<file path="config.mk">
export PLATFORM = sky130hd
export DESIGN_NAME = pmt_control
export DESIGN_NICKNAME = d
export VERILOG_FILES = /design/src/hw/pmt_pkg.sv /design/src/hw/pmt_timer_if.sv /design/src/hw/pmt_control.sv /design/src/hw/pmt_timer.sv
export SDC_FILE = /design/constraint.sdc
export NUM_CORES = 1
export LEC_CHECK = 0
export BUFFER_PORTS_ARGS = -buffer_cell sky130_fd_sc_hd__buf_2
export CAP_MARGIN = 20
export CORE_MARGIN = 1
export CORE_UTILIZATION = 45
export DETAILED_ROUTE_END_ITERATION = 10
export HOLD_SLACK_MARGIN = 0.08
export SKIP_LAST_GASP = 1
export SYNTH_ARGS = -nofsm -noshare
export SYNTH_HDL_FRONTEND = slang
export SYNTH_SLANG_ARGS = --single-unit
export TNS_END_PERCENT = 10
</file>
<file path="constraint.sdc">
create_clock -name clock -period 19.2 [get_ports clock]
set_input_delay 0.96 -clock clock [delete_from_list [all_inputs] [get_ports clock]]
set_output_delay 0.96 -clock clock [all_outputs]
set_load 0.02 [all_outputs]
</file>
<file path="src/hw/pmt_pkg.sv">
package pmt_pkg;
  // register indices as printed; byte address is four times the index
  localparam logic [7:0] IDX_UT3_STOP = 8'h61;
  localparam logic [7:0] IDX_THROTTLE = 8'h62;
  localparam logic [7:0] IDX_CTL_ONE  = 8'h63;
  localparam logic [7:0] IDX_CTL_TWO  = 8'h64;
  // reset values
  localparam logic [7:0] RST_UT3_STOP = 8'h00;
  localparam logic [7:0] RST_THROTTLE = 8'h00;
  localparam logic [7:0] RST_CTL_ONE  = 8'h00;
  localparam logic [7:0] RST_CTL_TWO  = 8'h00;
  // writable bits of the user timer 3 register; bits 1:0 read as zero
  localparam logic [7:0] UT3_STOP_MASK = 8'hfc;
  // field positions, user timer 3 register
  localparam int UT3_CODE_LSB  = 4;
  localparam int STOP_CODE_LSB = 2;
  // field positions, throttle register
  localparam int THR_LOW_LSB   = 4;
  localparam int THR_HIGH_LSB  = 0;
  // field positions, control register one
  localparam int C1_PM_EN      = 7;
  localparam int C1_HW_EN      = 6;
  localparam int C1_SW_EN      = 5;
  localparam int C1_UT1_EN     = 3;
  localparam int C1_UT2_EN     = 2;
  localparam int C1_UT3_EN     = 1;
  localparam int C1_SUS_MON    = 0;
  // field positions, control register two
  localparam int C2_SBY_RESET  = 7;
  localparam int C2_SUS_STOP   = 6;
  localparam int C2_QUICK_PD   = 5;
  localparam int C2_VIDEO_AB   = 4;
  localparam int C2_NMI_THR    = 3;
  localparam int C2_NMI_UT1    = 2;
  localparam int C2_NMI_SUS    = 1;
  localparam int C2_NMI_SBY    = 0;
  // timing base
  localparam int CLK_HZ        = 10_000_000;
  localparam int US_PER_S      = 1_000_000;
  localparam int US_CYCLES     = (CLK_HZ + US_PER_S - 1) / US_PER_S;
  localparam int MS_US         = 1000;
  // timer slots in the timer array
  localparam int T_UT1 = 0;
  localparam int T_UT2 = 1;
  localparam int T_UT3 = 2;
  localparam int T_SUS = 3;
  localparam int T_SBY = 4;
  localparam int N_TIMERS = 5;
  localparam int LIM_W   = 24;
  localparam int US_W    = 20;
  // throttle phases
  typedef enum logic [1:0] {THR_IDLE, THR_LOW, THR_HIGH} pmt_thr_e;

  // user, suspend timer ladder in milliseconds
  function automatic logic [LIM_W-1:0] pmt_ms_ladder(input logic [3:0] code);
    logic [LIM_W-1:0] v;
    v = 24'h0000c8;
    unique case (code)
      4'h0: v = 24'h0000c8;  // 0.2 s
      4'h1: v = 24'h000190;  // 0.4 s
      4'h2: v = 24'h0003e8;  // 1 s
      4'h3: v = 24'h000708;  // 1.8 s
      4'h4: v = 24'h000dac;  // 3.5 s
      4'h5: v = 24'h001b58;  // 7 s
      4'h6: v = 24'h0036b0;  // 14 s
      4'h7: v = 24'h006d60;  // 28 s
      4'h8: v = 24'h00dac0;  // 56 s
      4'h9: v = 24'h01d4c0;  // 2 min
      4'ha: v = 24'h037a60;  // 3.8 min
      4'hb: v = 24'h06ddd0;  // 7.5 min
      4'hc: v = 24'h0dbba0;  // 15 min
      4'hd: v = 24'h1b7740;  // 30 min
      4'he: v = 24'h36ee80;  // 60 min
      4'hf: v = 24'h6ddd00;  // 120 min
    endcase
    return v;
  endfunction

  // throttle ladder in microseconds, fractions rounded up
  function automatic logic [US_W-1:0] pmt_us_ladder(input logic [3:0] code);
    logic [US_W-1:0] v;
    v = 20'h0001b;
    unique case (code)
      4'h0: v = 20'h0001b;  // 27 us
      4'h1: v = 20'h00036;  // 53.7 us
      4'h2: v = 20'h0006b;  // 107 us
      4'h3: v = 20'h000d7;  // 215 us
      4'h4: v = 20'h001ae;  // 430 us
      4'h5: v = 20'h0035c;  // 860 us
      4'h6: v = 20'h006a4;  // 1.7 ms
      4'h7: v = 20'h00d48;  // 3.4 ms
      4'h8: v = 20'h01b58;  // 7 ms
      4'h9: v = 20'h036b0;  // 14 ms
      4'ha: v = 20'h06d60;  // 28 ms
      4'hb: v = 20'h0d6d8;  // 55 ms
      4'hc: v = 20'h186a0;  // 0.1 s
      4'hd: v = 20'h30d40;  // 0.2 s
      4'he: v = 20'h61a80;  // 0.4 s
      4'hf: v = 20'hf4240;  // 1 s
    endcase
    return v;
  endfunction

  // reduced clock to clock stop wait in microseconds
  function automatic logic [US_W-1:0] pmt_stop_delay(input logic [1:0] code);
    logic [US_W-1:0] v;
    v = 20'h001ae;
    unique case (code)
      2'h0: v = 20'h001ae;  // 430 us
      2'h1: v = 20'h01b58;  // 7 ms
      2'h2: v = 20'h0d6d8;  // 55 ms
      2'h3: v = 20'hf4240;  // 1 s
    endcase
    return v;
  endfunction
endpackage

</file>
<file path="src/hw/pmt_timer_if.sv">
// link between the control block and one activity timer
interface pmt_timer_if;
  logic                          run;      // timer allowed to count
  logic                          restart;  // activity seen, count from zero
  logic [pmt_pkg::LIM_W-1:0]     limit;    // terminal count in ms ticks
  logic                          expired;  // one-cycle pulse at terminal count
  logic                          done;     // level, terminal count reached
  modport ctrl (output run, output restart, output limit, input expired, input done);
  modport tmr  (input run, input restart, input limit, output expired, output done);
endinterface

</file>
<file path="src/hw/pmt_control.sv">
// What this block does
// ut3 bits 7:4 pick expiry period
// ut3 bits 3:2 pick stop delay
// throttle bits 7:4 set low time
// throttle bits 3:0 set high time
// control one bit 7 master enable
// control one bit 6 hardware management enable
// control one bit 5 software management enable
// control one bits 3..1 enable user timers
// control one bit 0 suspend event monitoring
// control two bit 7 resets standby, self-clears
// control two bit 6 stops suspend timer
// suspend re-enable restarts count, interrupts again
// control two bit 5 quick power-down enable
// control two bit 4 video event scope
// control two bits 3..0 nmi monitoring
// suspend expiry interrupts only when enabled
// timers count, restart on activity, flag expiry
module pmt_control #(
  parameter int MS_US = pmt_pkg::MS_US  // us ticks per ms tick
) (
  // clock and reset
  input  wire logic        clock,
  input  wire logic        reset,
  // avalon-mm slave
  input  wire logic [9:0]  avs_address,
  input  wire logic        avs_read,
  input  wire logic        avs_write,
  input  wire logic [31:0] avs_writedata,
  input  wire logic [3:0]  avs_byteenable,
  output logic      [31:0] avs_readdata,
  output logic             avs_waitrequest,
  // codes held by neighbouring registers
  input  wire logic [3:0]  ut1_code,
  input  wire logic [3:0]  ut2_code,
  input  wire logic [3:0]  suspend_code,
  input  wire logic [3:0]  standby_code,
  input  wire logic        suspend_irq_en,
  input  wire logic        throttle_en,
  // activity sources
  input  wire logic        activity_event,
  input  wire logic        video_mem_access,
  input  wire logic        video_io_access,
  input  wire logic        nmi,
  input  wire logic        reduced_clock_state,
  // to the processor and power logic
  output logic             management_interrupt,
  output logic             clock_stop_request,
  output logic             quick_power_down_en,
  output logic [4:0]       timer_expired
);
  // register file
  logic [7:0] ut3_r, ut3_nxt;    // user timer 3 count and stop delay
  logic [7:0] thr_r, thr_nxt;    // throttle low and high time
  logic [7:0] c1_r, c1_nxt;      // control one
  logic [7:0] c2_r, c2_nxt;      // control two
  logic       ack_r, ack_nxt;    // bus answer in second cycle
  logic [31:0] rd_r, rd_nxt;     // registered read data
  logic [7:0]  idx;              // word index of the access
  // time base
  logic [3:0]  us_div_r, us_div_nxt;
  logic [9:0]  ms_div_r, ms_div_nxt;
  logic        us_tick, ms_tick;
  // throttle and stop delay
  pmt_pkg::pmt_thr_e thr_st_r, thr_st_nxt;
  logic [pmt_pkg::US_W-1:0] thr_cnt_r, thr_cnt_nxt;
  logic [pmt_pkg::US_W-1:0] stop_cnt_r, stop_cnt_nxt;
  logic        stop_r, stop_nxt;   // delayed clock stop
  logic        irq_r, irq_nxt;     // interrupt pulse
  // decoded controls
  logic        pm_en, video_event, act, sby_nxt_clear;
  logic [4:0]  tmr_run, tmr_rst;
  logic [4:0]  tmr_exp, tmr_done;
  logic [3:0]  tmr_code [5];

  pmt_timer_if tif [5] ();

  assign idx = avs_address[9:2];

  // bus answer: one wait cycle, then ack
  assign avs_waitrequest = (avs_read | avs_write) & ~ack_r;
  assign avs_readdata    = rd_r;

  // read mux decoded once for all registers
  function automatic logic [7:0] rd_sel(input logic [7:0] i, input logic [7:0] a, input logic [7:0] b,
                                        input logic [7:0] c, input logic [7:0] d);
    logic [7:0] v;
    v = 8'h00;
    if (i == pmt_pkg::IDX_UT3_STOP) v = a;
    else if (i == pmt_pkg::IDX_THROTTLE) v = b;
    else if (i == pmt_pkg::IDX_CTL_ONE) v = c;
    else if (i == pmt_pkg::IDX_CTL_TWO) v = d;
    return v;
  endfunction

  // register writes, reads, standby reset self-clear
  always_comb begin
    logic wr;
    wr       = avs_write & ack_r & avs_byteenable[0];  // write lands on the edge where waitrequest is low
    ack_nxt  = (avs_read | avs_write) & ~ack_r;
    rd_nxt   = rd_r;
    ut3_nxt  = ut3_r;
    thr_nxt  = thr_r;
    c1_nxt   = c1_r;
    c2_nxt   = c2_r;
    sby_nxt_clear = c2_r[pmt_pkg::C2_SBY_RESET];
    if (sby_nxt_clear) begin
      c2_nxt[pmt_pkg::C2_SBY_RESET] = 1'b0;
    end
    if (avs_read && !ack_r) begin
      rd_nxt = {24'h000000, rd_sel(idx, ut3_r, thr_r, c1_r, c2_r)};
    end
    if (wr) begin
      if (idx == pmt_pkg::IDX_UT3_STOP) ut3_nxt = avs_writedata[7:0] & pmt_pkg::UT3_STOP_MASK;
      if (idx == pmt_pkg::IDX_THROTTLE) thr_nxt = avs_writedata[7:0];
      if (idx == pmt_pkg::IDX_CTL_ONE)  c1_nxt  = avs_writedata[7:0];
      if (idx == pmt_pkg::IDX_CTL_TWO)  c2_nxt  = avs_writedata[7:0];
    end
  end

  always_ff @(posedge clock or posedge reset) begin
    if (reset) begin
      ut3_r <= pmt_pkg::RST_UT3_STOP;
      thr_r <= pmt_pkg::RST_THROTTLE;
      c1_r  <= pmt_pkg::RST_CTL_ONE;
      c2_r  <= pmt_pkg::RST_CTL_TWO;
      ack_r <= 1'b0;
      rd_r  <= 32'h00000000;
    end else begin
      ut3_r <= ut3_nxt;
      thr_r <= thr_nxt;
      c1_r  <= c1_nxt;
      c2_r  <= c2_nxt;
      ack_r <= ack_nxt;
      rd_r  <= rd_nxt;
    end
  end

  // us and ms enable pulses
  always_comb begin
    us_tick    = (us_div_r == 4'(pmt_pkg::US_CYCLES - 1));
    us_div_nxt = us_tick ? 4'h0 : us_div_r + 4'h1;
    ms_tick    = us_tick && (ms_div_r == 10'(MS_US - 1));
    ms_div_nxt = ms_div_r;
    if (us_tick) ms_div_nxt = ms_tick ? 10'h000 : ms_div_r + 10'h001;
  end

  always_ff @(posedge clock or posedge reset) begin
    if (reset) begin
      us_div_r <= 4'h0;
      ms_div_r <= 10'h000;
    end else begin
      us_div_r <= us_div_nxt;
      ms_div_r <= ms_div_nxt;
    end
  end

  // enables and restart sources for each timer
  always_comb begin
    pm_en       = c1_r[pmt_pkg::C1_PM_EN];
    video_event = video_mem_access | (video_io_access & ~c2_r[pmt_pkg::C2_VIDEO_AB]);
    act         = activity_event | video_event;
    tmr_run[pmt_pkg::T_UT1] = pm_en & c1_r[pmt_pkg::C1_UT1_EN];
    tmr_run[pmt_pkg::T_UT2] = pm_en & c1_r[pmt_pkg::C1_UT2_EN];
    tmr_run[pmt_pkg::T_UT3] = pm_en & c1_r[pmt_pkg::C1_UT3_EN];
    tmr_run[pmt_pkg::T_SUS] = pm_en & ~c2_r[pmt_pkg::C2_SUS_STOP];
    tmr_run[pmt_pkg::T_SBY] = pm_en & ~c2_r[pmt_pkg::C2_SBY_RESET];
    tmr_rst[pmt_pkg::T_UT1] = act | (nmi & c2_r[pmt_pkg::C2_NMI_UT1]);
    tmr_rst[pmt_pkg::T_UT2] = act;
    tmr_rst[pmt_pkg::T_UT3] = act;
    tmr_rst[pmt_pkg::T_SUS] = (act & c1_r[pmt_pkg::C1_SUS_MON])
                              | (nmi & c2_r[pmt_pkg::C2_NMI_SUS]);
    tmr_rst[pmt_pkg::T_SBY] = act | (nmi & c2_r[pmt_pkg::C2_NMI_SBY]);
    tmr_code[pmt_pkg::T_UT1] = ut1_code;
    tmr_code[pmt_pkg::T_UT2] = ut2_code;
    tmr_code[pmt_pkg::T_UT3] = ut3_r[pmt_pkg::UT3_CODE_LSB +: 4];
    tmr_code[pmt_pkg::T_SUS] = suspend_code;
    tmr_code[pmt_pkg::T_SBY] = standby_code;
  end

  // one activity timer per slot
  for (genvar g = 0; g < pmt_pkg::N_TIMERS; g++) begin : g_tmr
    assign tif[g].run     = tmr_run[g];
    assign tif[g].restart = tmr_rst[g];
    assign tif[g].limit   = pmt_pkg::pmt_ms_ladder(tmr_code[g]);
    assign tmr_exp[g]     = tif[g].expired;
    assign tmr_done[g]    = tif[g].done;
    pmt_timer u_tmr (
      .clock   (clock),
      .reset   (reset),
      .ms_tick (ms_tick),
      .t       (tif[g])
    );
  end

  // throttle low and high phases, stop delay, interrupt
  always_comb begin
    thr_st_nxt   = thr_st_r;
    thr_cnt_nxt  = thr_cnt_r;
    stop_cnt_nxt = stop_cnt_r;
    stop_nxt     = stop_r;
    irq_nxt      = pm_en & c1_r[pmt_pkg::C1_SW_EN] & suspend_irq_en & tmr_exp[pmt_pkg::T_SUS];
    if (!pm_en || !throttle_en || (nmi && c2_r[pmt_pkg::C2_NMI_THR])) begin
      thr_st_nxt  = pmt_pkg::THR_IDLE;
      thr_cnt_nxt = '0;
    end else if (us_tick) begin
      unique case (thr_st_r)
        pmt_pkg::THR_IDLE: begin
          thr_st_nxt  = pmt_pkg::THR_LOW;
          thr_cnt_nxt = '0;
        end
        pmt_pkg::THR_LOW: begin
          thr_cnt_nxt = thr_cnt_r + 1'b1;
          if (thr_cnt_r + 1'b1 >= pmt_pkg::pmt_us_ladder(thr_r[pmt_pkg::THR_LOW_LSB +: 4])) begin
            thr_st_nxt  = pmt_pkg::THR_HIGH;
            thr_cnt_nxt = '0;
          end
        end
        pmt_pkg::THR_HIGH: begin
          thr_cnt_nxt = thr_cnt_r + 1'b1;
          if (thr_cnt_r + 1'b1 >= pmt_pkg::pmt_us_ladder(thr_r[pmt_pkg::THR_HIGH_LSB +: 4])) begin
            thr_st_nxt  = pmt_pkg::THR_LOW;
            thr_cnt_nxt = '0;
          end
        end
        default: thr_st_nxt = pmt_pkg::THR_IDLE;
      endcase
    end
    if (!(pm_en && c1_r[pmt_pkg::C1_HW_EN] && reduced_clock_state)) begin
      stop_cnt_nxt = '0;
      stop_nxt     = 1'b0;
    end else if (us_tick && !stop_r) begin
      stop_cnt_nxt = stop_cnt_r + 1'b1;
      if (stop_cnt_r + 1'b1 >= pmt_pkg::pmt_stop_delay(ut3_r[pmt_pkg::STOP_CODE_LSB +: 2])) begin
        stop_nxt = 1'b1;
      end
    end
  end

  always_ff @(posedge clock or posedge reset) begin
    if (reset) begin
      thr_st_r   <= pmt_pkg::THR_IDLE;
      thr_cnt_r  <= '0;
      stop_cnt_r <= '0;
      stop_r     <= 1'b0;
      irq_r      <= 1'b0;
    end else begin
      thr_st_r   <= thr_st_nxt;
      thr_cnt_r  <= thr_cnt_nxt;
      stop_cnt_r <= stop_cnt_nxt;
      stop_r     <= stop_nxt;
      irq_r      <= irq_nxt;
    end
  end

  // outputs
  assign management_interrupt = irq_r;
  assign clock_stop_request   = stop_r | (thr_st_r == pmt_pkg::THR_LOW);
  assign quick_power_down_en  = pm_en & c2_r[pmt_pkg::C2_QUICK_PD];
  assign timer_expired        = tmr_done;
endmodule

</file>
<file path="src/hw/pmt_timer.sv">
// activity timer counting ms ticks toward a terminal count
module pmt_timer (
  // clock and reset
  input  wire logic  clock,
  input  wire logic  reset,
  // time base
  input  wire logic  ms_tick,
  // control side
  pmt_timer_if.tmr   t
);
  logic [pmt_pkg::LIM_W-1:0] cnt_r;   // elapsed ms
  logic [pmt_pkg::LIM_W-1:0] cnt_nxt;
  logic                      done_r;  // held until restart or stop
  logic                      done_nxt;
  logic                      exp_nxt;

  // next count: stop clears, activity restarts, expiry holds
  always_comb begin
    cnt_nxt  = cnt_r;
    done_nxt = done_r;
    exp_nxt  = 1'b0;
    if (!t.run || t.restart) begin
      cnt_nxt  = '0;
      done_nxt = 1'b0;
    end else if (ms_tick && !done_r) begin
      if (cnt_r + 1'b1 >= t.limit) begin
        done_nxt = 1'b1;
        exp_nxt  = 1'b1;
      end
      cnt_nxt = cnt_r + 1'b1;
    end
  end

  // registers only
  always_ff @(posedge clock or posedge reset) begin
    if (reset) begin
      cnt_r  <= '0;
      done_r <= 1'b0;
    end else begin
      cnt_r  <= cnt_nxt;
      done_r <= done_nxt;
    end
  end

  assign t.expired = exp_nxt & ~done_r;
  assign t.done    = done_r;
endmodule

</file>
==> results.md <==
- The worst setup path category is register to register.
- The maximum level of the CTS H-tree is 1.
- For the worst setup path, the data arrival time is 4710 ps.
- STA classifies the critical path endpoint as a register.
- For this run, the number of Yosys warnings is 0.
- The number of synthesized flops with an enable pin is 0.
- Setup repair after global routing left no endpoint under its margin.
- Summed over all nets, the half-perimeter wirelength after detailed placement is 33100 µm.
- The layout has 3931 filler cells.
- Clock tree synthesis found a total of ~220 sinks.
- The final routed wire length divided by cell count is ~16 µm.
- The worst pin sits at a relative slew slack of a little under a third.
- The number of global-route vias before repair was 15100.
- The die is slightly above 200 µm tall.
- Global routing used 21.3% of the available tracks across all layers.
- The final weighted congestion of routability-driven global placement is 0.872.
- The via count of the routed design is about 16000.
- The number of max-slew violations in the final report is 0.
- The overall power after layout is 1090 µW.
- In this run, CTS created clock tree buffers numbering 28.
- The number of top-level pins is approximately 110.
- Using the TritonRoute via totals, the vias-per-cell ratio works out to 5.52.
- In the final layout, the share of cells above drive strength 1 is under 10%.
- The maximum fanout encountered on the critical timing path is 10.
- The final critical delay including setup and external delays is 4220 ps.
- The initial antenna violation count is 0.
- The CTS tree is done.
- Hold repair after CTS inserted 0 buffers.
- The wire length of the first global-routing pass is 74600 µm.
- Among all flip-flop cells after synthesis, the most frequent one is dfrtp_1.
- The count of nets left with antenna violations once routing finished came out at 0.
- Setup violations remaining at the end of the flow were counted as 0.
- For this block, the initial DRC count from the detailed router was 1099.
- Counting distinct cell types in the post-synthesis netlist gives 65.
- The net count of the finished layout is between 2000 and 3000.
- The type of element launching the critical path is a register.
- The part of the Yosys area used for sequential elements is 29.6%.
- The horizontal die dimension is slightly above 200 µm.
- Port buffering added 60 buffers.
- The placeable core area is a little over 40000 µm².
- The maximum clock path buffer count is 3.
- The area of the mapped netlist is about 19000 µm².
- The number of standard-cell rows in the floorplan is 74.
- Static timing analysis puts the maximum clock frequency at 237 MHz.
- 0 antenna diodes ended up in the layout.
- The area added between synthesis and finish is 8.05%.
- After layout, the worst path uses 22.0% of the clock period.
- IR analysis of the VDD net gives a maximum drop of 63.5 µV.
- The buffer cell driving the clock tree root is clkbuf_16.
- The number of synthesized register bits is ~220.
- The total count of hold-check failures in the final report is 0.
- At the pin with the least slew margin, the transition time is between 1000 and 1500 ps.
- The clock-pin slew on the worst setup and hold paths is 60 ps.
- The run finished with clean final reports.
- In the synthesized netlist, the number of instances is 2271.
- Summed over all layers, the routed wires come to 44700 µm.
- Once the floorplan was initialized, standard cells occupied approximately 46% of the core.
- The max-capacitance violation count is 0.
- Power spread over the standard cell area amounts to 53.8 nW/µm².
- The analysis attributes to cell leakage a power of approximately 0.0095 µW.
- In this run the post-CTS setup repair buffer count came out at 0.
- The clock arrives with 22.7 ps of skew.
- The total iterations of the first detailed-routing run is 5.
- The per-instance average area after synthesis is 8.26 µm².
- The share of flip-flops with an asynchronous set or reset after synthesis is 100%.
- The area of the die is 42500 µm².
- The path class of the lowest-slack min-delay path is input pin to asynchronous set/reset pin.
- The largest net degree at the start of global routing is 79.
- The number of cells upsized or downsized after cts is 0.
- For this run the aggregate overflow at the end of global routing stands at 0.
- The later pin in the worst-skew pair is clocked with a latency of 570 ps.
- The data required time at the worst endpoint is 19700 ps.
- For this run, design rule violations remaining after detail routing come to 0.
- Setup total negative slack on the finished layout was measured at 0 ps.
[per-stage QoR]
stage	area [µm²]	hold slack [ps]	setup WS, ps	std cells	utilization, %
after CTS	20200	464	15070	2826	49.4
after global placement	19300	436	14960	2774	47.2
after global routing	20300	499	14700	2827	49.5
final	20300	452	14980	2827	49.5
after detailed placement	19300	457	15130	2775	47.2
after floorplan	18800	460	12160	2294	-
[logic make-up after synthesis]
kind of cell / after synthesis / share of synthesized area, %
flops: 222 / 29.6
fa+ha+maj: 220 / 14.7
simple gates: 919 / 22.8
mux: 45 / 2.59
other cells: 1 / 0.0200
buf+inv: 179 / 4.26
compound gates: 425 / 13.9
xor+xnor: 260 / 12.1
[path summary, 6_finish.rpt]
check | startpoint | to | slack (ps) | depth (start not counted)
hold reg to reg | ack_r | ack_r | 460 | 1
setup / recovery | thr_cnt_r[2] | thr_cnt_r[5] | 14980 | 12
min in group clock | ack_r | ack_r | 460 | 1
max in group asynchronous | reset | ut3_r[3] | 16580 | 5
hold / removal | reset | g_tmr[0].u_tmr.cnt_r[20] | 450 | 2
setup reg to reg | thr_cnt_r[2] | thr_cnt_r[5] | 14980 | 12
[registers in the layout, indices dropped and copies added, names as in the netlist]
name and count:
management_interrupt 1, ms_div_r 10, thr_r 8, g_tmr.u_tmr.cnt_r 120, g_tmr.u_tmr.t.done 5, stop_r 1, ut3_r 6, us_div_r 4
ack_r 1, c2_r 8, avs_readdata 8, stop_cnt_r 20, c1_r 8, thr_st_r 2, thr_cnt_r 20
[layout by cell type, fill, tap and decap left out, types with 17 or more instances in the layout]
cell type	Yosys	routed
xor2_1	149	149
nor2_1	262	262
a21o_1	38	38
a21oi_1	112	112
clkbuf_16	0	28
mux2i_1	17	17
or3_1	36	36
o211ai_1	19	19
inv_1	58	57
nor2b_1	20	20
and3_1	40	40
nor3_1	37	37
a211oi_1	18	18
xnor2_1	111	111
nand3_1	85	85
ha_1	220	220
nand2_1	300	300
nand2b_1	27	27
o31ai_1	19	19
mux2_2	28	28
nand4_1	45	45
o21ai_0	148	148
buf_2	8	60
conb_1	1	24
dfrtp_1	222	222
[cells in the mapped netlist, drive strengths merged, types with 6 or more instances]
cell / instances / share of area [%]
mux2: 28 / 1.7
xor2: 149 / 7.0
dfrtp: 222 / 30
nand2: 300 / 6.0
a21oi: 112 / 3.0
or2: 6 / 0.20
a211oi: 18 / 0.72
nand4: 45 / 1.5
and2: 15 / 0.50
o21ai: 148 / 4.0
nor3: 37 / 0.99
ha: 220 / 15
o211ai: 19 / 0.76
a21o: 38 / 1.5
or3: 36 / 1.2
nor4: 13 / 0.51
and3: 40 / 1.3
nor2: 265 / 5.4
a31oi: 9 / 0.30
o31ai: 19 / 0.76
nand2b: 27 / 0.90
clkbuf: 78 / 1.6
a2111oi: 9 / 0.42
and4: 8 / 0.37
buf: 43 / 1.5
a211o: 9 / 0.42
nor2b: 20 / 0.67
inv: 58 / 1.2
nand3b: 6 / 0.24
xnor2: 111 / 5.2
o21a: 6 / 0.24
a22oi: 7 / 0.28
mux2i: 17 / 0.91
nand3: 86 / 2.3
[worst max-delay path: stages (launching register included)]
cell and delay [ps]:
dfrtp_1 440, and4_1 270, and4_1 340, nand4_1 250, xnor2_1 350, ha_1 310, a211o_1 340, a2111oi_0 450
o221ai_1 310, a311oi_2 650, buf_6 240, o31ai_1 90, nand2_1 110
[cell type report]
type	count	area [µm²]	area share [%]
multi-input combinational	1893	12500	61.6
sequential	222	5560	27.4
clock buffer	36	771	3.80
tap	532	666	3.29
timing repair buffer	71	407	2.01
inverter	58	225	1.11
clock inverter	15	149	0.735
[routing by layer]
metal / vias to the layer above / share of wire [%] / track usage (%)
met5: - / 0 / 0
met4: 0 / 2.2 / 5.25
met3: 63 / 3.2 / 1.96
met2: 268 / 48 / 37.0
met1: 7400 / 47 / 28.4
li1: 7879 / - / -
[power breakdown]
part / switching, µW / total [µW] / internal [µW]
clock: 216 / 527 / 311
combinational: 60.2 / 91.7 / 31.5
sequential: 3.23 / 473 / 469
No activity file was read; power rests on OpenSTA's default activity.
